==> config.mk <==
export PLATFORM = sky130hd
export DESIGN_NAME = cprm_core_regs
export DESIGN_NICKNAME = d
export VERILOG_FILES = /design/src/shared/cprm_pkg.sv /design/src/hw/cprm_core_regs.sv
export SDC_FILE = /design/constraint.sdc
export NUM_CORES = 2
export LEC_CHECK = 0
export BUFFER_PORTS_ARGS = -buffer_cell sky130_fd_sc_hd__buf_2
export CORE_AREA = 8 8 433 435
export CTS_CLUSTER_SIZE = 30
export DETAILED_ROUTE_END_ITERATION = 7
export DIE_AREA = 0 0 441 443
export SLEW_MARGIN = 20
export SYNTH_ARGS = -nofsm -noshare
export SYNTH_HDL_FRONTEND = slang
export SYNTH_SLANG_ARGS = --single-unit
export TNS_END_PERCENT = 10
==> constraint.sdc <==
create_clock -name clk -period 91.4 [get_ports clk]
set_clock_uncertainty 0.15 [all_clocks]
set_input_delay 18.28 -clock clk [delete_from_list [all_inputs] [get_ports clk]]
set_output_delay 18.28 -clock clk [all_outputs]
set_load 0.03 [all_outputs]
==> src/shared/cprm_pkg.sv <==
// constants for the core programmer register model
// assumes one core clock and a plain register port from the execution logic
// Behaviour
// - instruction words are 24 bits wide
// - program counter 23 bits, bit 0 zero
// - program counter top bit ignored normally
// - sixteen 16-bit working registers, memory mapped
// - stack pointer auto-updated, still ordinary register
// - stack pointer bit 0 always zero
// - stack pointer resets to 0x0800
// - frame pointer for link/unlink, also general
// - data space split X/Y, dual generators
// - upper data reads map via visibility page
// - table access reaches all 24 bits
// - byte op changes low byte only
// - shadow push/pop first four registers, flags
// - loop entry saves, exit restores loop registers
// - shadows not directly software accessible
// - status low: flags, priority level, repeat
// - exception stacks status low with pc high
// - status high: dsp flags, loop, digit carry
// - 62 vectors: 8 traps, 54 interrupts
// - interrupt priority 1..7, traps 8..15
// - shift right 15 or left 16
// - single prefetch stage, loops interruptible
package cprm_pkg;
  localparam logic [15:0] SP_RESET = 16'h0800;
  localparam logic [22:0] PC_RESET = 23'h000000;
  localparam logic [15:0] SR_RESET = 16'h0000;
  // register map (word offsets into the sfr area, byte addresses)
  localparam logic [15:0] OFS_SPLIM = 16'h0020;
  localparam logic [15:0] OFS_PCL = 16'h002e;
  localparam logic [15:0] OFS_PCH = 16'h0030;
  localparam logic [15:0] OFS_TBLPG = 16'h0032;
  localparam logic [15:0] OFS_PSVPG = 16'h0034;
  localparam logic [15:0] OFS_RPTCNT = 16'h0036;
  localparam logic [15:0] OFS_LPCNT = 16'h0038;
  localparam logic [15:0] OFS_LPSTL = 16'h003a;
  localparam logic [15:0] OFS_LPSTH = 16'h003c;
  localparam logic [15:0] OFS_LPENL = 16'h003e;
  localparam logic [15:0] OFS_LPENH = 16'h0040;
  localparam logic [15:0] OFS_STATUS = 16'h0042;
  // status bit positions
  localparam int SR_RA = 4;
  localparam int SR_IPL_LO = 5;
  localparam int SR_DA = 9;
  // flags kept by the shadow push: dc, n, ov, z, c
  localparam logic [15:0] SR_SHADOW_MASK = 16'h010f;
  // hardware-owned status bits software writes cannot touch (ra, da)
  localparam logic [15:0] SR_HW_MASK = 16'h0210;
  // program visibility window
  localparam logic [15:0] PSV_BASE = 16'h8000;
  // exceptions
  localparam int NUM_TRAP = 8;
  localparam int NUM_IRQ = 54;
  localparam logic [3:0] TRAP_PRI_BASE = 4'h8;
  localparam logic [2:0] IRQ_PRI_MIN = 3'h1;
  typedef enum logic [1:0] {CPRM_EXC_IDLE, CPRM_EXC_PUSH_PC, CPRM_EXC_PUSH_SR} cprm_exc_t;
endpackage : cprm_pkg

==> src/hw/cprm_core_regs.sv <==
// programmer-visible register model of the core
// assumes the execution logic drives the event strobes; memories sit outside
`timescale 1ns/100ps
module cprm_core_regs #(
  parameter int NUM_IRQ = cprm_pkg::NUM_IRQ,
  parameter int NUM_TRAP = cprm_pkg::NUM_TRAP
) (
  input wire logic clk,
  input wire logic reset,
  // register port
  input wire logic [15:0] reg_addr,
  input wire logic [15:0] reg_wdata,
  input wire logic [1:0] reg_wbyte,
  input wire logic reg_write,
  input wire logic reg_read,
  output logic [15:0] reg_rdata,
  // working register file port from execution
  input wire logic [3:0] wr_sel,
  input wire logic [15:0] wr_data,
  input wire logic wr_en,
  input wire logic wr_byte,
  input wire logic [3:0] rd_sel_a,
  input wire logic [3:0] rd_sel_b,
  output logic [15:0] rd_data_a,
  output logic [15:0] rd_data_b,
  // flag update from alu
  input wire logic [15:0] flag_data,
  input wire logic [15:0] flag_mask,
  input wire logic flag_en,
  // program counter control
  input wire logic pc_advance,
  input wire logic pc_load,
  input wire logic [22:0] pc_target,
  input wire logic pc_special,
  output logic [22:0] pc_value,
  output logic [22:0] fetch_addr,
  input wire logic [23:0] fetch_word,
  output logic [23:0] instr_word,
  // stack events
  input wire logic call_push,
  input wire logic ret_pop,
  input wire logic [15:0] stack_rdata,
  output logic [15:0] stack_addr,
  output logic [15:0] stack_wdata,
  output logic stack_we,
  // frame link / unlink
  input wire logic frame_link,
  input wire logic frame_unlink,
  input wire logic [13:0] frame_size,
  // shadow and loop events
  input wire logic shadow_push,
  input wire logic shadow_pop,
  input wire logic loop_enter,
  input wire logic loop_exit,
  input wire logic [22:0] loop_start_in,
  input wire logic [22:0] loop_end_in,
  input wire logic [13:0] loop_count_in,
  input wire logic repeat_start,
  input wire logic repeat_done,
  input wire logic [13:0] repeat_count_in,
  // data address generation
  input wire logic [15:0] x_ea,
  input wire logic [15:0] y_ea,
  input wire logic dual_op,
  output logic x_en,
  output logic y_en,
  output logic psv_access,
  output logic [22:0] psv_addr,
  output logic psv_wait,
  input wire logic [15:0] tbl_offset,
  output logic [22:0] tbl_addr,
  // exceptions
  input wire logic [NUM_IRQ-1:0] irq_req,
  input wire logic [3*NUM_IRQ-1:0] irq_pri,
  input wire logic [NUM_TRAP-1:0] trap_req,
  input wire logic exc_ack,
  output logic exc_pending,
  output logic [5:0] exc_vector,
  // shifter
  input wire logic [39:0] shift_in,
  input wire logic signed [5:0] shift_amt,
  output logic [39:0] shift_out
);
  ////////////////////////////////////////////////////////////////////////////
  logic [15:0] wreg [0:15];
  logic [15:0] wshadow [0:3];
  logic [15:0] status_reg;
  logic [15:0] sr_shadow;
  logic [22:0] pc_reg;
  logic [23:0] instr_reg;
  logic [7:0] table_page_reg;
  logic [7:0] program_visibility_page;
  logic [13:0] repeat_counter;
  logic [13:0] loop_counter;
  logic [22:0] loop_start_address;
  logic [22:0] loop_end_address;
  logic [13:0] lc_shadow;
  logic [22:0] ls_shadow;
  logic [22:0] le_shadow;
  logic shadow_valid;
  logic psv_wait_reg;
  cprm_pkg::cprm_exc_t exc_state;
  logic [15:0] sp;
  logic [15:0] sp_next;
  logic [15:0] exc_word;
  logic [5:0] vec_next;
  logic pend_next;
  logic [3:0] best_pri;
  logic map_hit;
  logic [3:0] map_idx;

  assign sp = {wreg[15][15:1], 1'b0};
  assign map_hit = (reg_addr < cprm_pkg::OFS_SPLIM);
  assign map_idx = reg_addr[4:1];

  ////////////////////////////////////////////////////////////////////////////
  // stack pointer motion
  always_comb begin
    sp_next = sp;
    if (exc_state == cprm_pkg::CPRM_EXC_PUSH_PC || exc_state == cprm_pkg::CPRM_EXC_PUSH_SR ||
        call_push) begin
      sp_next = sp + 16'h0002;
    end else if (ret_pop) begin
      sp_next = sp - 16'h0002;
    end
    if (frame_link) begin
      sp_next = sp + 16'h0002 + {1'b0, frame_size, 1'b0};
    end else if (frame_unlink) begin
      sp_next = wreg[14] - 16'h0002;
    end
  end

  assign exc_word = {pc_reg[22:16], 1'b0, status_reg[7:0]};

  always_comb begin
    stack_we = 1'b0;
    stack_addr = sp;
    stack_wdata = 16'h0000;
    case (exc_state)
      cprm_pkg::CPRM_EXC_PUSH_PC: begin
        stack_we = 1'b1;
        stack_wdata = pc_reg[15:0];
      end
      cprm_pkg::CPRM_EXC_PUSH_SR: begin
        stack_we = 1'b1;
        stack_wdata = exc_word;
      end
      default: begin
        if (call_push) begin
          stack_we = 1'b1;
          stack_wdata = pc_reg[15:0];
        end else if (frame_link) begin
          stack_we = 1'b1;
          stack_wdata = wreg[14];
        end else if (ret_pop) begin
          stack_addr = sp - 16'h0002;
        end else if (frame_unlink) begin
          stack_addr = wreg[14] - 16'h0002;
        end
      end
    endcase
  end

  ////////////////////////////////////////////////////////////////////////////
  // working registers
  always_ff @(posedge clk) begin
    if (reset) begin
      for (int i = 0; i < 15; i++) begin
        wreg[i] <= 16'h0000;
      end
      wreg[15] <= cprm_pkg::SP_RESET;
    end else begin
      if (wr_en) begin
        if (wr_byte) begin
          wreg[wr_sel][7:0] <= wr_data[7:0];
        end else begin
          wreg[wr_sel] <= wr_data;
        end
      end
      if (reg_write && map_hit) begin
        if (reg_wbyte[0]) begin
          wreg[map_idx][7:0] <= reg_wdata[7:0];
        end
        if (reg_wbyte[1]) begin
          wreg[map_idx][15:8] <= reg_wdata[15:8];
        end
      end
      if (shadow_pop && shadow_valid) begin
        for (int i = 0; i < 4; i++) begin
          wreg[i] <= wshadow[i];
        end
      end
      if (frame_link) begin
        wreg[14] <= sp + 16'h0002;
      end else if (frame_unlink) begin
        wreg[14] <= stack_rdata;
      end
      if (sp_next != sp) begin
        wreg[15] <= sp_next;
      end
      wreg[15][0] <= 1'b0;
    end
  end

  assign rd_data_a = (rd_sel_a == 4'hf) ? sp : wreg[rd_sel_a];
  assign rd_data_b = (rd_sel_b == 4'hf) ? sp : wreg[rd_sel_b];

  ////////////////////////////////////////////////////////////////////////////
  // shadows only move on events
  always_ff @(posedge clk) begin
    if (reset) begin
      for (int i = 0; i < 4; i++) begin
        wshadow[i] <= 16'h0000;
      end
      sr_shadow <= 16'h0000;
      shadow_valid <= 1'b0;
    end else if (shadow_push) begin
      for (int i = 0; i < 4; i++) begin
        wshadow[i] <= wreg[i];
      end
      sr_shadow <= status_reg & cprm_pkg::SR_SHADOW_MASK;
      shadow_valid <= 1'b1;
    end
  end

  ////////////////////////////////////////////////////////////////////////////
  // status word
  always_ff @(posedge clk) begin
    if (reset) begin
      status_reg <= cprm_pkg::SR_RESET;
    end else begin
      if (reg_write && reg_addr == cprm_pkg::OFS_STATUS) begin
        if (reg_wbyte[0]) begin
          status_reg[7:0] <= (reg_wdata[7:0] & ~cprm_pkg::SR_HW_MASK[7:0]) |
                             (status_reg[7:0] & cprm_pkg::SR_HW_MASK[7:0]);
        end
        if (reg_wbyte[1]) begin
          status_reg[15:8] <= (reg_wdata[15:8] & ~cprm_pkg::SR_HW_MASK[15:8]) |
                              (status_reg[15:8] & cprm_pkg::SR_HW_MASK[15:8]);
        end
      end
      if (flag_en) begin
        status_reg <= (status_reg & ~flag_mask) | (flag_data & flag_mask);
      end
      if (shadow_pop && shadow_valid) begin
        status_reg <= (status_reg & ~cprm_pkg::SR_SHADOW_MASK) | sr_shadow;
      end
      if (repeat_start) begin
        status_reg[cprm_pkg::SR_RA] <= 1'b1;
      end else if (repeat_done) begin
        status_reg[cprm_pkg::SR_RA] <= 1'b0;
      end
      if (loop_enter) begin
        status_reg[cprm_pkg::SR_DA] <= 1'b1;
      end else if (loop_exit) begin
        status_reg[cprm_pkg::SR_DA] <= 1'b0;
      end
      if (exc_ack && exc_state == cprm_pkg::CPRM_EXC_IDLE && best_pri < 4'h8) begin
        status_reg[cprm_pkg::SR_IPL_LO +: 3] <= best_pri[2:0];
      end
    end
  end

  ////////////////////////////////////////////////////////////////////////////
  // loop registers and shadows
  always_ff @(posedge clk) begin
    if (reset) begin
      loop_counter <= 14'h0000;
      loop_start_address <= 23'h000000;
      loop_end_address <= 23'h000000;
      lc_shadow <= 14'h0000;
      ls_shadow <= 23'h000000;
      le_shadow <= 23'h000000;
      repeat_counter <= 14'h0000;
    end else begin
      if (loop_enter) begin
        lc_shadow <= loop_counter;
        ls_shadow <= loop_start_address;
        le_shadow <= loop_end_address;
        loop_counter <= loop_count_in;
        loop_start_address <= {loop_start_in[22:1], 1'b0};
        loop_end_address <= {loop_end_in[22:1], 1'b0};
      end else if (loop_exit) begin
        loop_counter <= lc_shadow;
        loop_start_address <= ls_shadow;
        loop_end_address <= le_shadow;
      end else if (reg_write && reg_addr == cprm_pkg::OFS_LPCNT) begin
        loop_counter <= reg_wdata[13:0];
      end
      if (repeat_start) begin
        repeat_counter <= repeat_count_in;
      end else if (reg_write && reg_addr == cprm_pkg::OFS_RPTCNT) begin
        repeat_counter <= reg_wdata[13:0];
      end
    end
  end

  ////////////////////////////////////////////////////////////////////////////
  // pc always even
  always_ff @(posedge clk) begin
    if (reset) begin
      pc_reg <= cprm_pkg::PC_RESET;
    end else if (pc_load) begin
      pc_reg <= {pc_target[22:1], 1'b0};
    end else if (pc_advance) begin
      pc_reg <= pc_reg + 23'h000002;
    end
  end
  assign pc_value = pc_reg;
  assign fetch_addr = pc_special ? pc_reg : {1'b0, pc_reg[21:0]};

  always_ff @(posedge clk) begin
    if (reset) begin
      instr_reg <= 24'h000000;
    end else if (pc_advance || pc_load) begin
      instr_reg <= fetch_word;
    end
  end
  assign instr_word = instr_reg;

  ////////////////////////////////////////////////////////////////////////////
  // x/y generators
  assign x_en = 1'b1;
  assign y_en = dual_op;
  assign psv_access = (x_ea >= cprm_pkg::PSV_BASE);
  assign psv_addr = {program_visibility_page, x_ea[14:0]};
  always_ff @(posedge clk) begin
    if (reset) begin
      psv_wait_reg <= 1'b0;
    end else begin
      psv_wait_reg <= psv_access && !psv_wait_reg;
    end
  end
  // extra cycle: stall until second cycle of the access
  assign psv_wait = psv_access && !psv_wait_reg;
  assign tbl_addr = {table_page_reg[6:0], tbl_offset};

  always_ff @(posedge clk) begin
    if (reset) begin
      table_page_reg <= 8'h00;
      program_visibility_page <= 8'h00;
    end else if (reg_write) begin
      if (reg_addr == cprm_pkg::OFS_TBLPG && reg_wbyte[0]) begin
        table_page_reg <= reg_wdata[7:0];
      end
      if (reg_addr == cprm_pkg::OFS_PSVPG && reg_wbyte[0]) begin
        program_visibility_page <= reg_wdata[7:0];
      end
    end
  end

  ////////////////////////////////////////////////////////////////////////////
  // vector selection
  // priority: traps 8..15, irq by level then natural order
  always_comb begin
    best_pri = 4'h0;
    vec_next = 6'h00;
    pend_next = 1'b0;
    for (int i = NUM_IRQ - 1; i >= 0; i--) begin
      if (irq_req[i] && irq_pri[3*i +: 3] >= cprm_pkg::IRQ_PRI_MIN &&
          {1'b0, irq_pri[3*i +: 3]} >= best_pri &&
          irq_pri[3*i +: 3] > status_reg[cprm_pkg::SR_IPL_LO +: 3]) begin
        best_pri = {1'b0, irq_pri[3*i +: 3]};
        vec_next = 6'(NUM_TRAP + i);
        pend_next = 1'b1;
      end
    end
    for (int t = 0; t < NUM_TRAP; t++) begin
      if (trap_req[t] && (cprm_pkg::TRAP_PRI_BASE + 4'(t)) >= best_pri) begin
        best_pri = cprm_pkg::TRAP_PRI_BASE + 4'(t);
        vec_next = 6'(t);
        pend_next = 1'b1;
      end
    end
  end

  // exception entry pushes pc then status
  always_ff @(posedge clk) begin
    if (reset) begin
      exc_state <= cprm_pkg::CPRM_EXC_IDLE;
      exc_pending <= 1'b0;
      exc_vector <= 6'h00;
    end else begin
      exc_pending <= pend_next;
      exc_vector <= vec_next;
      case (exc_state)
        cprm_pkg::CPRM_EXC_IDLE: begin
          if (exc_ack && exc_pending) begin
            exc_state <= cprm_pkg::CPRM_EXC_PUSH_PC;
          end
        end
        cprm_pkg::CPRM_EXC_PUSH_PC: exc_state <= cprm_pkg::CPRM_EXC_PUSH_SR;
        cprm_pkg::CPRM_EXC_PUSH_SR: exc_state <= cprm_pkg::CPRM_EXC_IDLE;
        default: exc_state <= cprm_pkg::CPRM_EXC_IDLE;
      endcase
    end
  end

  ////////////////////////////////////////////////////////////////////////////
  // barrel shift, negative is right
  always_comb begin
    shift_out = shift_in;
    if (shift_amt < 0 && shift_amt >= -6'sd15) begin
      shift_out = 40'($signed(shift_in) >>> (-shift_amt));
    end else if (shift_amt > 0 && shift_amt <= 6'sd16) begin
      shift_out = shift_in << shift_amt;
    end
  end

  ////////////////////////////////////////////////////////////////////////////
  // register reads, data one cycle later; shadows never visible
  always_ff @(posedge clk) begin
    if (reset) begin
      reg_rdata <= 16'h0000;
    end else if (reg_read) begin
      if (map_hit) begin
        reg_rdata <= (map_idx == 4'hf) ? sp : wreg[map_idx];
      end else begin
        case (reg_addr)
          cprm_pkg::OFS_PCL: reg_rdata <= pc_reg[15:0];
          cprm_pkg::OFS_PCH: reg_rdata <= {9'h000, pc_reg[22:16]};
          cprm_pkg::OFS_TBLPG: reg_rdata <= {8'h00, table_page_reg};
          cprm_pkg::OFS_PSVPG: reg_rdata <= {8'h00, program_visibility_page};
          cprm_pkg::OFS_RPTCNT: reg_rdata <= {2'h0, repeat_counter};
          cprm_pkg::OFS_LPCNT: reg_rdata <= {2'h0, loop_counter};
          cprm_pkg::OFS_LPSTL: reg_rdata <= loop_start_address[15:0];
          cprm_pkg::OFS_LPSTH: reg_rdata <= {9'h000, loop_start_address[22:16]};
          cprm_pkg::OFS_LPENL: reg_rdata <= loop_end_address[15:0];
          cprm_pkg::OFS_LPENH: reg_rdata <= {9'h000, loop_end_address[22:16]};
          cprm_pkg::OFS_STATUS: reg_rdata <= status_reg;
          default: reg_rdata <= 16'h0000;
        endcase
      end
    end else begin
      reg_rdata <= 16'h0000;
    end
  end
endmodule : cprm_core_regs

After elaboration in Yosys (flattened, before gate mapping)
Memories as Yosys holds them, arrays and structs flattened.
Index checks and enable logic that the tools add are counted.
- register bits: 245
- bits in latches: 0
- memory bits (writable): 320
- bits in read-only memories: 0
- input bits: 585
- output and inout port bits: 248
- word-level logic and storage cells: 967
- memories kept: 2
- add/subtract/negate cells: 6
- $mul: 0
- div/mod/pow operators: 0
- order comparisons: 176
- eq/ne operators: 49
- shifts and indexed selects: 2
- muxes and demuxes: 290
- bitwise gates (word level): 197
- reductions and logical operators: 216
- memory list (memory ; depth ; width ; rd ports ; clocked after Yosys merged registers in ; write ports ; line ; RTL):
    wreg ; 16 ; 16 ; 9 ; 0 ; 16 ; cprm_core_regs.sv:85 ; logic [15:0] wreg [0:15];
    wshadow ; 4 ; 16 ; 4 ; 0 ; 4 ; cprm_core_regs.sv:86 ; logic [15:0] wshadow [0:3];
- operators by type and width (operator ; number):
    $mux 16 ; 31
    $mux 4 ; 71
    $ge 3x4->1 ; 53
    $logic_and 1x1->1 ; 182
    $mux 6 ; 30
    $pmux 16 s11 ; 1
    $ge 3x1->1 const B ; 54
    $gt 3x3->1 ; 54
    $mux 23 ; 7
    $eq 16x6->1 const B ; 9
    $eq 4x4->1 const B ; 34
    $and 1x1->1 ; 106
    $mux 1 ; 106
    $mux 40 ; 2
    $mux 5 ; 16
    $mux 14 ; 5
    $not 1->1 ; 58
    $shl 40x6->40 ; 1
    $sshr 40x6->40 ; 1
    $mux 3 ; 12
    $reduce_or 33->1 ; 1
    $and 16x16->16 ; 2
    $eq 16x7->1 const B ; 2
    $ge 4x4->1 const A ; 8
    other kinds (41) ; 90

Longest topological paths before layout
- depth in word-level cells: 244
- gate-level depth with buffers: 391
- mapped depth without buffers: 384

Worst setup path after synthesis
Ideal clock, no wire load.
- kind: input port to flip-flop
- from: in irq_pri[161]
- to: reg exc_vector[5]
- library setup time: 0.086 ns
- data arrival time: 86.379 ns
- required time: 91.164 ns
- setup slack: 4.786 ns
- cell stages on the path: 362
- path buffers: 6
- cell sequence: ha_1 o21ai_0 a21oi_1 and2_1 nand2_1 ha_1 a21o_1 a31oi_1 or3_1 buf_2 o21ai_0 ha_1 or4b_1 o2111a_1 o311a_1 a21boi_1 mux2_2 ha_1 (+326 left out) nor2_1 a22oi_1 o31a_1 ha_1 nand2b_1 a21oi_1 nor2b_1 o221ai_1 mux2_2 ha_1 nand2b_1 a21oi_1 nor2b_1 o221ai_1 nand2_1 nor3_2 nand3_1 a211oi_1
- word-level cells in the longest chain between the ends: 240
- elaborated cells between the ends (all ways): 271
- those cells by class: 63 x order compare; 91 x mux; 117 x reduce/logical
- RTL lines (what ; line ; RTL):
    from (decl) ; cprm_core_regs.sv:74 ; input wire logic [3*NUM_IRQ-1:0] irq_pri,
    $ge 3x1->1 ; cprm_core_regs.sv:360 ; if (irq_req[i] && irq_pri[3*i +: 3] >= cprm_pkg::IRQ_PRI_MIN &&
    $logic_and 1x1->1 ; cprm_core_regs.sv:360 ;
    $logic_and 1x1->1 ; cprm_core_regs.sv:361 ; {1'b0, irq_pri[3*i +: 3]} >= best_pri &&
    $mux 3 ; cprm_core_regs.sv:360 ;
    $ge 3x4->1 ; cprm_core_regs.sv:361 ;
    $logic_and 1x1->1 ; cprm_core_regs.sv:360 ;
    $logic_and 1x1->1 ; cprm_core_regs.sv:361 ;
    $mux 4 ; cprm_core_regs.sv:360 ;
    (+224 left out) ; n/a ;
    $logic_and 1x1->1 ; cprm_core_regs.sv:369 ; if (trap_req[t] && (cprm_pkg::TRAP_PRI_BASE + 4'(t)) >= best_pri) begin
    $mux 4 ; cprm_core_regs.sv:369 ;
    $ge 4x4->1 ; cprm_core_regs.sv:369 ;
    $logic_and 1x1->1 ; cprm_core_regs.sv:369 ;
    $mux 4 ; cprm_core_regs.sv:369 ;
    $ge 4x4->1 ; cprm_core_regs.sv:369 ;
    $logic_and 1x1->1 ; cprm_core_regs.sv:369 ;
    $reduce_or 33->1 (no source line) ; n/a ;
    to (signal assigned) ; cprm_core_regs.sv:385 ; exc_vector <= vec_next;
    to (decl) ; cprm_core_regs.sv:78 ; output logic [5:0] exc_vector,
Several ways; a longest one is shown, not always the timed one.
A chain may end at the register's enable or synchronous reset.

Worst setup path in the final report
- from: in irq_pri[161]
- to: reg exc_pending
- word-level cells in the longest chain between the ends: 240
- elaborated cells between the ends (all ways): 302
- those cells by class: 63 x order compare; 123 x mux; 116 x reduce/logical
- RTL lines (what ; line ; RTL):
    $ge 3x1->1 ; cprm_core_regs.sv:360 ;
    $logic_and 1x1->1 ; cprm_core_regs.sv:360 ;
    $logic_and 1x1->1 ; cprm_core_regs.sv:361 ;
    $mux 3 ; cprm_core_regs.sv:360 ;
    $ge 3x4->1 ; cprm_core_regs.sv:361 ;
    $logic_and 1x1->1 ; cprm_core_regs.sv:360 ;
    $logic_and 1x1->1 ; cprm_core_regs.sv:361 ;
    $mux 4 ; cprm_core_regs.sv:360 ;
    (+224 left out) ; n/a ;
    $logic_and 1x1->1 ; cprm_core_regs.sv:369 ;
    $mux 4 ; cprm_core_regs.sv:369 ;
    $ge 4x4->1 ; cprm_core_regs.sv:369 ;
    $logic_and 1x1->1 ; cprm_core_regs.sv:369 ;
    $mux 4 ; cprm_core_regs.sv:369 ;
    $ge 4x4->1 ; cprm_core_regs.sv:369 ;
    $logic_and 1x1->1 ; cprm_core_regs.sv:369 ;
    $mux 1 (*) ; cprm_core_regs.sv:369 ;
    to (signal assigned) ; cprm_core_regs.sv:384 ; exc_pending <= pend_next;
    to (decl) ; cprm_core_regs.sv:77 ; output logic exc_pending,
Mark *: on every way between the ends. The rest lies on a longest branch, timed or not.

==> impl_metrics.tcl <==
set metrics [dict create \
    ys.flop_type "edfxtp_1" \
    die_w_um 441 \
    cts_root_buf "clkbuf_16" \
    routedWlPerCell_um 27.2 \
    p_leak_uw 0.0244 \
    numPortBuffers 746 \
    start_util 0.289 \
    path_clk_slew_ns 0.07 \
    vias_per_cell 5.86 \
    core_um2 180000 \
    tightest_slew_ns 1.23 \
    fin_nets 7486 \
    slowest_stage "or4b_1" \
    die-area_um2 195000 \
    syn_avg_cell_area_um2 8.58 \
    cp.required_ns 91.73 \
    critPathLaunchType "input port" \
    clockBufferDepth 3 \
    violations "DRC" \
    fin_crit_ns 87.39 \
    slew_headroom 0.169 \
    numCtsBuffers 57 \
    fin_total_pwr_uw 2920 \
    grt-ovfl-total 0 \
    dpl.hpwl_um 192000 \
    outcome "finished with violations" \
    cts_hold_buffers 0 \
    route.vias.total 53177 \
    drc 1 \
    synth_edf_count 320 \
    grt_start_max_net_pins 209 \
    io_pins 833 \
    grt_first_pass_wirelength_um 348000 \
    report.final.slew_viol_count 0 \
    synth_seq_cells 564 \
    regMostFlops "wreg" \
    finalSetupViolations 0 \
    cts_tree "yes" \
    antenna_left 0 \
    drt-initial-drc-count 6096 \
    syn_inst 6079 \
    register_area_um2 14500 \
    globalRouteTotalUtil 0.236 \
    syn2layout_area_growth_pct 17.3 \
    worstPathMaxFanout 10 \
    crit_arrival_ns 87.71 \
    wirelength_um 247000 \
    largest_reg_flops 256 \
    fp.dieH_um 443 \
    netlist_area_um2 52100 \
    ys_seq_area_frac 0.278 \
    post_route_cells_drive_above_1_share 0.234 \
    synthTopCellsByArea "edfxtp_1 18%, mux4_2 11%, dfxtp_1 9.4%" \
    async_reset_ff_frac 0 \
    fin_crit_sh 0.956 \
    crit_path_end_kind "flip-flop" \
    slowest_delay_ns 0.50 \
    power_density_nw_per_um2 47.7 \
    placementRows 156 \
    max_freq_mhz 11.4 \
    postLayoutCoreUtil 0.339 \
    cap_violations 0 \
    multi_input_area_um2 35500 \
    ys_warn_count 0 \
    ir_worst_vdd_mv 0.0921 \
    drt-pass1-iter-count 8 \
    h-tree-depth 2 \
    hold_path_class "reg2reg" \
    gp_congestion 0.982 \
    finalHoldViolations 0 \
    fillers 18680 \
    yosys.area.top_type "edfxtp_1" \
    synth_top_area_share 0.184 \
    clock_sinks 564 \
    critPathKind "in2reg" \
    r2r_slack_ns 20.83 \
    critPathMostFrequentCell "ha_1" \
    clock_latency_ns 0.66 \
    grt_pass1_vias 49925 \
    netlist-cell-type-count 120 \
    antenna_found_initial 84 \
]
-- placed cells by master, fill, tap and decap left out, types with 44 or more instances in the layout --
cell type | Yosys | final
dfxtp_1 | 244 | 243
clkbuf_16 | 0 | 58
mux2i_1 | 257 | 255
nor3_1 | 57 | 54
mux2_2 | 57 | 57
o21ai_0 | 394 | 378
o21a_1 | 78 | 78
nor2_1 | 698 | 688
or3_1 | 54 | 53
a31oi_1 | 64 | 58
mux4_2 | 245 | 245
buf_2 | 2 | 738
o31ai_1 | 150 | 143
ha_1 | 305 | 300
nand2b_1 | 77 | 74
a22oi_1 | 106 | 105
inv_1 | 207 | 205
edfxtp_1 | 320 | 320
nand2_1 | 737 | 733
buf_4 | 63 | 198
xor2_1 | 45 | 44
and2_1 | 107 | 104
a21oi_1 | 435 | 430
a21o_1 | 65 | 65
nor2b_1 | 67 | 63
nand3_1 | 107 | 105
a211oi_1 | 77 | 70
diode_2 | 0 | 57
-- metrics by stage --
stage | worst slack [ns] | hold slack (ns) | instance area, um^2 | instances | setup TNS (ns)
2_1_floorplan | 4.79 | 0.296 | 52100 | 6082 | 0
3_3_place_gp | 0.334 | 0.284 | 58000 | 8856 | 0
3_5_place_dp | -0.755 | 0.292 | 58000 | 8856 | -6.12
4_1_cts | 0.0443 | 0.302 | 60000 | 8965 | 0
5_1_grt | -0.453 | 0.322 | 61100 | 9047 | -3.14
6_report | 4.01 | 0.304 | 61100 | 9070 | 0
-- power by group --
group	switching, uW	internal, uW
clock	115	147
combinational	1290	1050
sequential	23.9	284
total	1430	1480
-- synthesized netlist by cell type (14+ instances only) --
| master | instances |
|---|---|
| a211oi_1 | 77 |
| nor2_1 | 698 |
| buf_1 | 79 |
| o211ai_1 | 38 |
| nand2_1 | 737 |
| nor3b_1 | 16 |
| or3_1 | 54 |
| o21a_1 | 78 |
| o21ai_0 | 394 |
| a21o_1 | 65 |
| mux2_2 | 57 |
| o31ai_1 | 150 |
| a21oi_1 | 435 |
| clkbuf_1 | 340 |
| a311oi_1 | 34 |
| a21boi_0 | 16 |
| nor4_1 | 22 |
| ha_1 | 305 |
| and2_1 | 107 |
| a31oi_1 | 64 |
| nor3_1 | 57 |
| nand3b_1 | 23 |
| and3_1 | 34 |
| nand2b_1 | 77 |
| o22a_1 | 37 |
| buf_4 | 63 |
| mux4_2 | 245 |
| dfxtp_1 | 244 |
| a222oi_1 | 21 |
| xnor2_1 | 39 |
| edfxtp_1 | 320 |
| a221oi_1 | 45 |
| inv_1 | 207 |
| a22o_1 | 14 |
| o221ai_1 | 16 |
| or2_2 | 24 |
| a22oi_1 | 106 |
| o21bai_1 | 17 |
| nor2b_1 | 67 |
| xor2_1 | 45 |
| mux2i_1 | 257 |
| nand3_1 | 107 |
-- timing repair --
| item | CTS | global route |
|---|---|---|
| buffers inserted | 2 | 48 |
| pin swaps | 1 | 50 |
| setup endpoints to repair | 8 | 10 |
| resized for setup | 1 | 139 |
| gates cloned | 0 | 0 |
-- worst max-delay path: cells and delay by family --
kind                     cells  cell delay, ns
AO/OA/AOI/OAI              148           26.92
adder cells (fa/ha/maj)     60           16.29
buffers and inverters       40            4.92
multiplexers                11            3.40
AND/OR/NAND/NOR            123           17.77
-- per-layer routing --
metal	track usage	up-vias	wire length [um]	share of wire
met5	0	-	104	0.00042
met4	0.146	14	18500	0.075
met3	0.0405	675	21700	0.088
met2	0.386	2940	113000	0.46
met1	0.289	25775	93100	0.38
li1	-	23773	-	-
-- path summary, 6_finish.rpt --
path | from | endpoint | depth (start not counted)
worst max-delay path | irq_pri[161] | exc_pending | 382
worst min-delay path | instr_word[23] | instr_word[23] | 2
worst max register to register | status_reg[6] | exc_pending | 383
worst min register to register | instr_word[23] | instr_word[23] | 2
-- layout make-up --
cell class              count  area share
multi-input cells        4822       0.581
repair buffers            939      0.0855
clock buffers              68      0.0247
well taps                2370      0.0485
diodes                     57     0.00233
clock inverters            39     0.00800
flip-flops and latches    564       0.237
inverters                 211      0.0130
-- cells by family after synthesis --
logic type,synth area share
AOI/OAI and AO/OA,0.231
xor gates and xnor gates,0.0141
adders and majority gates,0.0748
buffers and inverters,0.0548
DFF,0.278
muxes,0.169
other,0.000144
and+or+nand+nor,0.178
Note: power is estimated with default switching activity, not from simulation.
